File: src/design/tcsc_pkg.sv
// What this block does
// - clock-enable bit 0 low stops the timer unit clock, high supplies it
// - first operation clock is source clock divided by 2^(bits 3:0)
// - prescale register also holds fields at 7:4, 9:8, 13:12; rest read zero
// - writing 1 to channel 0 stop bit halts counting; writing 0 does nothing
// - stop register has bits 7:0 per channel plus bits 9 and 11; rest zero
// - mode field picks interval, capture, event, one-count, capture+one
// - one-count 1000 ignores start while counting; 1001 accepts restart
// - mode fields at 15:14, 12, 11, 10:8, 7:6, 3:0; bits 13, 5, 4 zero
// - edge select: falling, rising, both for low width, both for high width
// - trigger select: software only, valid edge, both edges, master interrupt
// - start clears counter in capture modes, loads data otherwise; capture edge copies, interrupts, clears counter
package tcsc_pkg;
	localparam int ADR_W = 8;
	// register byte offsets
	localparam logic [ADR_W-1:0] OFS_GATE = 8'h00;
	localparam logic [ADR_W-1:0] OFS_PRESC = 8'h04;
	localparam logic [ADR_W-1:0] OFS_START = 8'h08;
	localparam logic [ADR_W-1:0] OFS_STOP = 8'h0C;
	localparam logic [ADR_W-1:0] OFS_MODE = 8'h10;
	localparam logic [ADR_W-1:0] OFS_COUNT = 8'h14;
	localparam logic [ADR_W-1:0] OFS_DATA = 8'h18;
	localparam logic [ADR_W-1:0] OFS_STATUS = 8'h1C;
	// writable bit masks, all other bits read zero
	localparam logic [7:0] GATE_MASK = 8'hBD;
	localparam logic [15:0] PRESC_MASK = 16'h33FF;
	localparam logic [15:0] STOP_MASK = 16'h0AFF;
	localparam logic [15:0] MODE_MASK = 16'hDFCF;
	// reset values
	localparam logic [7:0] GATE_RST = 8'h00;
	localparam logic [15:0] PRESC_RST = 16'h0000;
	localparam logic [15:0] MODE_RST = 16'h0000;
	localparam logic [15:0] DATA_RST = 16'h0000;
	// field positions
	localparam int GATE_EN_BIT = 0;
	localparam int CH0_BIT = 0;
	localparam int PRSA_LO = 0;
	localparam int PRSB_LO = 4;
	localparam int MODE_LO = 0;
	localparam int EDGE_LO = 6;
	localparam int TRIG_LO = 8;
	localparam int CCS_BIT = 12;
	localparam int CKS_HI = 15;
	// channel mode codes
	localparam logic [3:0] MD_INT0 = 4'h0;
	localparam logic [3:0] MD_INT1 = 4'h1;
	localparam logic [3:0] MD_CAP0 = 4'h4;
	localparam logic [3:0] MD_CAP1 = 4'h5;
	localparam logic [3:0] MD_EVT = 4'h6;
	localparam logic [3:0] MD_ONE0 = 4'h8;
	localparam logic [3:0] MD_ONE1 = 4'h9;
	localparam logic [3:0] MD_CAPONE = 4'hC;
	// edge and trigger codes
	localparam logic [1:0] EDGE_FALL = 2'h0;
	localparam logic [1:0] EDGE_RISE = 2'h1;
	localparam logic [2:0] TRIG_SW = 3'h0;
	localparam logic [2:0] TRIG_EDGE = 3'h1;
	localparam logic [2:0] TRIG_BOTH = 3'h2;
	localparam logic [2:0] TRIG_MASTER = 3'h4;
	typedef enum logic [1:0] {CH_OFF, CH_WAIT, CH_RUN} tcsc_ch_t;
	typedef enum logic [2:0] {
		FN_INTERVAL, FN_CAPTURE, FN_EVENT, FN_ONE, FN_CAPONE
	} tcsc_fn_t;
	typedef struct packed {
		logic cyc;
		logic stb;
		logic we;
		logic [ADR_W-1:0] adr;
		logic [3:0] sel;
		logic [31:0] dat;
	} tcsc_wb_req_t;
	typedef struct packed {
		logic ack;
		logic [31:0] dat;
	} tcsc_wb_rsp_t;
endpackage

File: src/design/tcsc_top.sv
// Local design decisions: the register addresses and the Wishbone interface to the registers.
`timescale 1ns/1ps
`default_nettype none
module tcsc_top (
	input wire logic mclk,
	input wire logic nrst,
	input wire tcsc_pkg::tcsc_wb_req_t wb_req,
	output tcsc_pkg::tcsc_wb_rsp_t wb_rsp,
	input wire logic capture_input_pin,
	input wire logic master_irq_in,
	output logic timer_unit_clock_enable,
	output logic ch0_timer_irq,
	output logic [15:0] stop_trigger_pulse
);
	// ************************************************************
	// state
	// ************************************************************
	typedef struct packed {
		logic ack;
		logic [31:0] rdata;
		logic [7:0] gate;
		logic [15:0] presc_sel;
		logic [15:0] mode;
		logic [15:0] data;
		logic [15:0] cnt;
		logic [14:0] presc;
		tcsc_pkg::tcsc_ch_t ch;
		logic irq;
		logic [15:0] stop_pulse;
		logic pin_s1;
		logic pin_s2;
		logic pin_prev;
	} tcsc_state_t;

	tcsc_state_t q;
	tcsc_state_t next_q;

	logic gate_on;
	logic bus_req;
	logic wr;
	logic [15:0] be16;
	logic [3:0] prs_a;
	logic [3:0] prs_b;
	logic [14:0] mask_a;
	logic [14:0] mask_b;
	logic tick_a;
	logic tick_b;
	logic op_tick;
	logic cnt_tick;
	logic rise;
	logic fall;
	logic both;
	logic valid_edge;
	logic sw_start;
	logic stop0;
	logic trig;
	logic start_evt;
	logic cap_evt;
	tcsc_pkg::tcsc_fn_t fn;

	// ************************************************************
	// decode of configuration and pin edges
	// ************************************************************
	// the clock gate freezes counting, starts and captures; the bus stays usable
	assign gate_on = q.gate[tcsc_pkg::GATE_EN_BIT];
	assign bus_req = wb_req.cyc & wb_req.stb;
	assign wr = q.ack & bus_req & wb_req.we;
	assign be16 = {{8{wb_req.sel[1]}}, {8{wb_req.sel[0]}}};
	assign prs_a = q.presc_sel[tcsc_pkg::PRSA_LO +: 4];
	assign prs_b = q.presc_sel[tcsc_pkg::PRSB_LO +: 4];
	// power-of-two division: tick when the low prs bits are all ones
	assign mask_a = 15'((16'h0001 << prs_a) - 16'h0001);
	assign mask_b = 15'((16'h0001 << prs_b) - 16'h0001);
	assign tick_a = gate_on & ((q.presc & mask_a) == mask_a);
	assign tick_b = gate_on & ((q.presc & mask_b) == mask_b);
	assign op_tick = q.mode[tcsc_pkg::CKS_HI] ? tick_b : tick_a;
	assign rise = q.pin_s2 & ~q.pin_prev;
	assign fall = ~q.pin_s2 & q.pin_prev;
	assign both = rise | fall;
	assign cnt_tick = q.mode[tcsc_pkg::CCS_BIT] ? valid_edge : op_tick;
	assign sw_start = wr && wb_req.adr == tcsc_pkg::OFS_START
		&& wb_req.sel[0] && wb_req.dat[tcsc_pkg::CH0_BIT];
	assign stop0 = wr && wb_req.adr == tcsc_pkg::OFS_STOP
		&& wb_req.sel[0] && wb_req.dat[tcsc_pkg::CH0_BIT];

	// valid edge of the capture input
	always_comb begin
		unique case (q.mode[tcsc_pkg::EDGE_LO +: 2])
			tcsc_pkg::EDGE_FALL: valid_edge = gate_on & fall;
			tcsc_pkg::EDGE_RISE: valid_edge = gate_on & rise;
			default: valid_edge = gate_on & both;
		endcase
	end

	// start trigger source; unlisted codes fall back to software only
	always_comb begin
		unique case (q.mode[tcsc_pkg::TRIG_LO +: 3])
			tcsc_pkg::TRIG_EDGE: trig = valid_edge;
			tcsc_pkg::TRIG_BOTH: trig = gate_on & both;
			tcsc_pkg::TRIG_MASTER: trig = gate_on & master_irq_in;
			default: trig = sw_start;
		endcase
	end

	// channel function from the mode field
	always_comb begin
		unique case (q.mode[tcsc_pkg::MODE_LO +: 4])
			tcsc_pkg::MD_CAP0, tcsc_pkg::MD_CAP1: fn = tcsc_pkg::FN_CAPTURE;
			tcsc_pkg::MD_EVT: fn = tcsc_pkg::FN_EVENT;
			tcsc_pkg::MD_ONE0, tcsc_pkg::MD_ONE1: fn = tcsc_pkg::FN_ONE;
			tcsc_pkg::MD_CAPONE: fn = tcsc_pkg::FN_CAPONE;
			default: fn = tcsc_pkg::FN_INTERVAL;
		endcase
	end

	// ************************************************************
	// next state
	// ************************************************************
	always_comb begin
		next_q = q;
		start_evt = 1'b0;
		cap_evt = 1'b0;
		// synchroniser: first stage is read only by the second
		next_q.pin_s1 = capture_input_pin;
		next_q.pin_s2 = q.pin_s1;
		next_q.pin_prev = q.pin_s2;
		next_q.irq = 1'b0;
		next_q.stop_pulse = 16'h0000;
		// registered ack, dropped the cycle after it is given
		next_q.ack = bus_req & ~q.ack;
		if (bus_req & ~q.ack) begin
			unique case (wb_req.adr)
				tcsc_pkg::OFS_GATE: next_q.rdata = {24'h000000, q.gate};
				tcsc_pkg::OFS_PRESC: next_q.rdata = {16'h0000, q.presc_sel};
				tcsc_pkg::OFS_MODE: next_q.rdata = {16'h0000, q.mode};
				tcsc_pkg::OFS_COUNT: next_q.rdata = {16'h0000, q.cnt};
				tcsc_pkg::OFS_DATA: next_q.rdata = {16'h0000, q.data};
				tcsc_pkg::OFS_STATUS: next_q.rdata = {30'h0000000,
					q.ch == tcsc_pkg::CH_RUN, q.ch != tcsc_pkg::CH_OFF};
				default: next_q.rdata = 32'h00000000; // write-only or unmapped
			endcase
		end
		// register writes take effect at the acknowledging edge
		if (wr) begin
			unique case (wb_req.adr)
				tcsc_pkg::OFS_GATE: if (wb_req.sel[0]) begin
					next_q.gate = wb_req.dat[7:0] & tcsc_pkg::GATE_MASK;
				end
				tcsc_pkg::OFS_PRESC: next_q.presc_sel = (q.presc_sel & ~be16)
					| (wb_req.dat[15:0] & be16 & tcsc_pkg::PRESC_MASK);
				tcsc_pkg::OFS_MODE: next_q.mode = (q.mode & ~be16)
					| (wb_req.dat[15:0] & be16 & tcsc_pkg::MODE_MASK);
				tcsc_pkg::OFS_DATA: next_q.data = (q.data & ~be16)
					| (wb_req.dat[15:0] & be16);
				tcsc_pkg::OFS_STOP: next_q.stop_pulse =
					wb_req.dat[15:0] & be16 & tcsc_pkg::STOP_MASK;
				default: ;
			endcase
		end
		// prescaler runs only while the unit clock is supplied
		if (gate_on) begin
			next_q.presc = q.presc + 15'h0001;
		end
		// channel 0; everything but stop freezes while the clock is gated
		if (gate_on) begin
			unique case (q.ch)
				tcsc_pkg::CH_OFF: begin
					if (sw_start) begin
						start_evt = (fn != tcsc_pkg::FN_ONE)
							&& (fn != tcsc_pkg::FN_CAPONE);
						next_q.ch = start_evt ? tcsc_pkg::CH_RUN
							: tcsc_pkg::CH_WAIT;
					end
				end
				tcsc_pkg::CH_WAIT: begin
					// one-shot modes wait here for their trigger
					if (trig) begin
						start_evt = 1'b1;
						next_q.ch = tcsc_pkg::CH_RUN;
					end
				end
				tcsc_pkg::CH_RUN: begin
					unique case (fn)
						tcsc_pkg::FN_CAPTURE: begin
							if (valid_edge) begin
								cap_evt = 1'b1;
							end else if (cnt_tick) begin
								next_q.cnt = q.cnt + 16'h0001;
							end
						end
						tcsc_pkg::FN_CAPONE: begin
							// starts are ignored while running
							if (valid_edge) begin
								cap_evt = 1'b1;
								next_q.ch = tcsc_pkg::CH_WAIT;
							end else if (op_tick) begin
								next_q.cnt = q.cnt + 16'h0001;
							end
						end
						tcsc_pkg::FN_ONE: begin
							if (trig && q.mode[tcsc_pkg::MODE_LO]) begin
								start_evt = 1'b1; // restart allowed
							end else if (cnt_tick) begin
								// code 1000 ignores trig here
								if (q.cnt == 16'h0000) begin
									next_q.irq = 1'b1;
									next_q.ch = tcsc_pkg::CH_WAIT;
								end else begin
									next_q.cnt = q.cnt - 16'h0001;
								end
							end
						end
						default: begin
							// interval and event: count down, reload at zero
							if (sw_start) begin
								start_evt = 1'b1;
							end else if ((fn == tcsc_pkg::FN_EVENT ? valid_edge
								: cnt_tick)) begin
								if (q.cnt == 16'h0000) begin
									next_q.irq = 1'b1;
									next_q.cnt = q.data;
								end else begin
									next_q.cnt = q.cnt - 16'h0001;
								end
							end
						end
					endcase
				end
				default: next_q.ch = tcsc_pkg::CH_OFF;
			endcase
			if (cap_evt) begin
				next_q.data = q.cnt;
				next_q.cnt = 16'h0000;
				next_q.irq = 1'b1;
			end
			// a start never raises the interrupt
			if (start_evt) begin
				next_q.irq = 1'b0;
				next_q.cnt = (fn == tcsc_pkg::FN_CAPTURE
					|| fn == tcsc_pkg::FN_CAPONE) ? 16'h0000 : q.data;
			end
		end
		// stop wins over the state and interrupt of a same-cycle start or count; their counter update still lands
		if (stop0) begin
			next_q.ch = tcsc_pkg::CH_OFF;
			next_q.irq = 1'b0;
		end
	end

	// ************************************************************
	// registers
	// ************************************************************
	always_ff @(posedge mclk or negedge nrst) begin
		if (!nrst) begin
			q.ack <= 1'b0;
			q.rdata <= 32'h00000000;
			q.gate <= tcsc_pkg::GATE_RST;
			q.presc_sel <= tcsc_pkg::PRESC_RST;
			q.mode <= tcsc_pkg::MODE_RST;
			q.data <= tcsc_pkg::DATA_RST;
			q.cnt <= 16'h0000;
			q.presc <= 15'h0000;
			q.ch <= tcsc_pkg::CH_OFF;
			q.irq <= 1'b0;
			q.stop_pulse <= 16'h0000;
			q.pin_s1 <= 1'b0;
			q.pin_s2 <= 1'b0;
			q.pin_prev <= 1'b0;
		end else begin
			q <= next_q;
		end
	end

	assign wb_rsp.ack = q.ack;
	assign wb_rsp.dat = q.rdata;
	assign timer_unit_clock_enable = gate_on;
	assign ch0_timer_irq = q.irq;
	assign stop_trigger_pulse = q.stop_pulse;
endmodule
`default_nettype wire

File: config.mk
export PLATFORM = sky130hd
export DESIGN_NAME = tcsc_top
export DESIGN_NICKNAME = d
export VERILOG_FILES = /design/src/design/tcsc_pkg.sv /design/src/design/tcsc_top.sv
export SDC_FILE = /design/constraint.sdc
export NUM_CORES = 1
export LEC_CHECK = 0
export ABC_AREA = 1
export BUFFER_PORTS_ARGS = -buffer_cell sky130_fd_sc_hd__buf_2
export CAP_MARGIN = 20
export CORE_MARGIN = 2
export CORE_UTILIZATION = 35
export DETAILED_ROUTE_END_ITERATION = 10
export PLACE_DENSITY = 0.5
export SYNTH_ARGS = -nofsm -noshare
export SYNTH_HDL_FRONTEND = slang
export SYNTH_SLANG_ARGS = --single-unit
File: constraint.sdc
create_clock -name mclk -period 7.23 [get_ports mclk]
set_clock_uncertainty 0.2 [all_clocks]
set_input_delay 0.723 -clock mclk [delete_from_list [all_inputs] [get_ports mclk]]
set_output_delay 0.723 -clock mclk [all_outputs]
set_load 0.01 [all_outputs]
==> results.txt, run 1 <==
status - complete, no violations
post-synthesis cell count - 1123
Site Rows - 55
worst-margin pin slew - 1020 ps
WS Path Type - reg2reg
Worst R2R End - q[44]$_DFFE_PN0P_
worst vdd ir - 104 µV
switching part of the total power - 0.229
top_reg_cell synth - dfrtp_1
die width - 154 µm
synth unique cells - 44
CP max-delay cell - nand3_1
post-synthesis sequential area ratio - 0.373
Pre-antenna DRT Iters - 5
Final Cell Area - 8790 µm²
Leak Pwr - 4.50 nW
RSZ-0062 raised after global routing - no
CTS tree - built
minimum clock period - 3930 ps
Data required, critical path - 7400 ps
Fmax - 0.255 GHz
Pint - 1.29 mW
delay-heaviest family, CP - simple AND/OR/NAND/NOR gates
initial antenna violation count - 0
ys async rst share - 1.00
area of the die - 23800 µm²
largest net degree at the start of global routing - 65
CTS resizes - 0
Clock power frac - 0.569
Final Hold Viols - 0
final WL - 24000 µm
share of layout cells above drive strength 1 - 0.125
Inserted Clock Buffers - 17
EDFF count, synth - 0
Antenna diodes - 0
Comb power frac - 0.033
period utilization - 0.543
drc violations - 0
htree depth - 4
critical-path cell list - inv_1, nand3_1, inv_2, nor2_1, nand2_1, inv_2, nand2_1, nand2_1, nand2_1, nand2_2, nor2_2, inv_1, o21ai_0, nand3_1, nand2_1
Initial Utilization - 0.353
max-slew violations - 0
Final nets - 1202
Clk Latency, worst-skew pair - 430 ps
first-pass GRT wire length - 38600 µm
synth-to-layout area growth - 11.1%
post-DR wirelength/cell - 16.7 µm
# IOs - 102
max-cap viol count - 0
grt ovf - 0
# setup viols final - 0
Worst setup EP type - register
Switching Power - 0.383 mW
GRT Util Overall - 0.209
commonest non-fill, non-tap cell in the layout - nand2_1
DR iter-0 viols - 779
HPWL after DPL - 18100 µm
r2r worst-path depth - 15
crit-path max FO - 13
Avg Cell Area, Syn - 7.05 µm²
most frequent cells in the layout - nand2_1 (289), inv_1 (126), dfrtp_1 (118)
Cell Area, Placed - 8140 µm²
gpl congestion - 0.845
power per standard cell area - 190 nW/µm²
CTS root buffer - clkbuf_16
Die Ht - 154 µm
core area - 22400 µm²
Fin Setup TNS - 0 ps
FF+latch count, synth - 118
CTS max path bufs - 2
CP arrival - 4090 ps
mapped cell area - 7910 µm²
slowest cell delay on critical path - 470 ps
CTS clk-pin slew, worst paths - 60 ps
via count - 7384
Seq pwr share - 0.398
postcts setup bufs - 0
DR vias/cell - 5.12
cts-stage hold buffer count - 0
vias in the first global route - 6786
reg-to-reg slack, setup - 3300 ps
cell mode on critical path - nand2_1
Fillers - 2383
crit path launch type - register
Slew HR - 0.319
post-detailed-route count of antenna-violating nets - 0
worst path bufs/invs - 4
Hold WC Path Type - in2async
port bufs - 61
Synthesis Warnings - 0
CTS Sinks - 118
-- per-layer routing --
| metal | global-route usage | part of all wire |
|---|---|---|
| met3 | 0.0328 | 0.056 |
| met2 | 0.310 | 0.43 |
| met1 | 0.312 | 0.50 |
| met4 | 0.0639 | 0.017 |
| met5 | 0 | 0 |
-- final cells by class --
cell class | instances | area, µm² | share of cell area
Clock buffer | 17 | 425 | 0.0484
Clock inverter | 15 | 228 | 0.0259
Inverter | 142 | 533 | 0.0606
Multi-Input combinational cell | 800 | 3960 | 0.451
Sequential cell | 118 | 2950 | 0.336
Tap cell | 285 | 357 | 0.0406
Timing Repair Buffer | 64 | 330 | 0.0376
-- cells in the mapped netlist, types with 2 or more instances --
master	n	area, µm²
buf_4	55	413
nand3b_1	3	22.5
o211ai_1	7	52.6
nand4_1	13	81.3
a21oi_2	3	26.3
a211oi_1	4	30.0
o221ai_1	8	70.1
a31oi_1	3	18.8
clkinv_1	3	11.3
dfrtp_1	118	2950
o21ai_2	2	17.5
nand3_2	2	20.0
nor3_1	22	110
nand2_2	6	37.5
nor2_4	5	56.3
nor2_1	99	372
inv_1	126	473
nand2_4	4	45.0
buf_2	5	25.0
nand3_1	80	400
a221oi_1	10	87.6
buf_6	2	22.5
clkbuf_1	21	78.8
o2111ai_1	4	35.0
a22oi_1	6	45.0
nor2_2	11	68.8
a21oi_1	14	70.1
inv_2	13	48.8
o21ai_1	6	30.0
nand2_1	289	1080
nor4_1	3	18.8
o22ai_1	17	106
and3_1	2	12.5
ha_1	8	100
o21ai_0	113	566
xor2_1	28	245
-- power groups by stage --
| stage | registers, mW | clock network, mW | logic, mW |
|---|---|---|---|
| 3_3_place_gp | 0.678 | 0 | 0.0572 |
| 4_1_cts | 0.666 | 0.966 | 0.0574 |
| 2_1_floorplan | 0.677 | 0 | 0.0339 |
| 6_report | 0.666 | 0.952 | 0.0556 |
| 5_1_grt | 0.666 | 1.00 | 0.0641 |
| 3_5_place_dp | 0.678 | 0 | 0.0572 |
-- worst max path at each step --
stage | endpoint | slack [ps] | cells past startpoint
finish | q[44]$_DFFE_PN0P_ | 3300 | 15
global route | q[52]$_DFFE_PN0P_ | 3010 | 15
CTS | q[44]$_DFFE_PN0P_ | 3390 | 15
floorplan | q[49]$_DFFE_PN0P_ | 4520 | 22
detailed placement | q[44]$_DFFE_PN0P_ | 3420 | 15
global placement | q[44]$_DFFE_PN0P_ | 3380 | 15
-- per-stage QoR --
| step | total power [mW] | instances | setup slack (ps) | hold WS (ps) | utilization |
|---|---|---|---|---|---|
| 5_1_grt | 1.73 | 1441 | 3010 | 175 | 0.392 |
| 4_1_cts | 1.69 | 1441 | 3390 | 162 | 0.392 |
| 3_3_place_gp | 0.735 | 1409 | 3380 | 137 | 0.363 |
| 2_1_floorplan | 0.711 | 1144 | 4520 | 131 | - |
| 6_report | 1.67 | 1441 | 3300 | 152 | 0.392 |
| 3_5_place_dp | 0.735 | 1409 | 3420 | 149 | 0.363 |
-- kinds of logic (layout without fill, tap and decap cells) --
family                     Yosys count  after routing  share of synthesized area
AOI/OAI and AO/OA                  199            199                      0.148
xor gates and xnor gates            29             29                     0.0321
adders and majority gates            8              8                     0.0127
buffers and inverters              226            238                      0.136
DFF                                118            118                      0.373
other                                1             22                   0.000474
and+or+nand+nor                    542            542                      0.298
Power figures use the tool's default switching activity.
==> run 2: changes to the inputs <==
--- a/config.mk
+++ b/config.mk
@@ -11,7 +11,7 @@
 export CORE_MARGIN = 2
 export CORE_UTILIZATION = 35
 export DETAILED_ROUTE_END_ITERATION = 10
-export PLACE_DENSITY = 0.5
+export PLACE_DENSITY = 0.52
 export SYNTH_ARGS = -nofsm -noshare
 export SYNTH_HDL_FRONTEND = slang
 export SYNTH_SLANG_ARGS = --single-unit
==> constraint.sdc (replaced) <==
create_clock -name mclk -period 3.5 [get_ports mclk]
set_clock_uncertainty 0.2 [all_clocks]
set_input_delay 0.35 -clock mclk [delete_from_list [all_inputs] [get_ports mclk]]
set_output_delay 0.35 -clock mclk [all_outputs]
set_load 0.01 [all_outputs]
==> results.txt, run 2 (synthesized netlist as in run 1, its figures left out) <==
max-cap viol count - 0
WS Path Type - reg2reg
pre-CTS setup slack - 324 ps
CTS max path bufs - 2
cts-stage hold buffer count - 6
Pre-antenna DRT Iters - 5
Final Hold Viols - 0
Final Cell Area - 8980 µm²
DR iter-0 viols - 610
postcts setup bufs - 0
Final nets - 1228
CTS resizes - 0
minimum clock period - 3170 ps
Worst Setup EP - q[49]$_DFFE_PN0P_
largest net degree at the start of global routing - 80
Site Rows - 55
Fmax - 0.315 GHz
port bufs - 61
power per standard cell area - 370 nW/µm²
CP arrival - 3290 ps
status - complete, no violations
Slew HR - 0.562
crit path launch type - register
hold slack - 4.65 ps
first-pass GRT wire length - 38000 µm
post-detailed-route count of antenna-violating nets - 0
core area - 22400 µm²
gpl congestion - 0.889
Worst setup EP type - register
grt ovf - 0
drc violations - 0
RSZ-0062 raised after global routing - no
routing usage on met1 - 0.303
Die Ht - 154 µm
CTS Sinks - 118
# IOs - 102
worst-margin pin slew - 656 ps
final WL - 23900 µm
period utilization - 0.906
CTS tree - built
placed instance count - 1428
most frequent cells in the layout - nand2_1 (289), inv_1 (126), dfrtp_1 (118)
htree depth - 4
final worst-path setup slack - 328 ps
crit-path max FO - 17
Initial Utilization - 0.353
Data required, critical path - 3610 ps
reg-to-reg slack, setup - 330 ps
Hold WC Path Type - in2reg
r2r worst-path depth - 20
# setup viols final - 0
vias in the first global route - 6777
GRT busiest layer - met1
share of layout cells above drive strength 1 - 0.139
Fin Setup TNS - 0 ps
post-DR wirelength/cell - 16.3 µm
final core utilization - 0.400
Antenna diodes - 0
M2 GR Usage - 0.302
Worst R2R End - q[49]$_DFFE_PN0P_
Cell Area, Placed - 8290 µm²
Clk Latency, worst-skew pair - 420 ps
max-slew violations - 0
commonest non-fill, non-tap cell in the layout - nand2_1
CTS root buffer - clkbuf_16
DR vias/cell - 5.07
GRT Util Overall - 0.204
via count - 7443
post-layout total power - 3.33 mW
die width - 154 µm
fin cells - 1467
CTS clk-pin slew, worst paths - 60 ps
met3 GRT Util - 0.0322
initial antenna violation count - 0
HPWL after DPL - 18200 µm
area of the die - 23800 µm²
Inserted Clock Buffers - 17
worst vdd ir - 288 µV
Leak Pwr - 4.61 nW
synth-to-layout area growth - 13.4%
-- run 2: power by group --
group          internal [mW]  switching (mW)
Sequential              1.37         0.00468
Clock                   1.12           0.699
Combinational         0.0378          0.0911
Total                   2.53           0.795
-- run 2: area by class of cell --
class	count	area, µm²
Fill cell	2386	13500
Multi-Input combinational cell	800	3960
Sequential cell	118	2950
Timing Repair Buffer	90	566
Inverter	142	533
Clock buffer	17	425
Tap cell	285	357
Clock inverter	15	180
-- run 2: worst min path at each step --
stage | start | to | depth (start not counted)
final | wb_req[2] | register | 3
after global routing | wb_req[2] | register | 3
after CTS | wb_req[2] | register | 3
after detailed placement | next_q[1]$_DFF_PN0_ | next_q[0]$_DFF_PN0_ | 0
after global placement | next_q[1]$_DFF_PN0_ | next_q[0]$_DFF_PN0_ | 0
after floorplan | nrst | asynchronous set/reset pin | 0
-- run 2: routing by layer --
| metal | vias to the layer above | share of wire | routed length (µm) |
|---|---|---|---|
| met5 | - | 0 | 0 |
| met4 | 0 | 0.018 | 434 |
| met3 | 26 | 0.062 | 1490 |
| met2 | 261 | 0.42 | 10100 |
| met1 | 3468 | 0.49 | 11800 |
| li1 | 3688 | - | - |
-- run 2: critical path, cell delays in order, from the launching register on --
cell	delay, ps
dfrtp_1	590
nor2_1	130
nand3_1	90
ha_1	300
inv_1	80
a21oi_2	160
o21ai_0	130
nor2_1	100
nor2_1	60
nor2_1	90
nand2_1	50
nand2_1	120
nand3_2	120
nand2_4	110
nand2_2	60
nand3_1	60
nand2_1	90
nand2_4	200
nand2_4	170
nand2_1	100
nand2_1	50
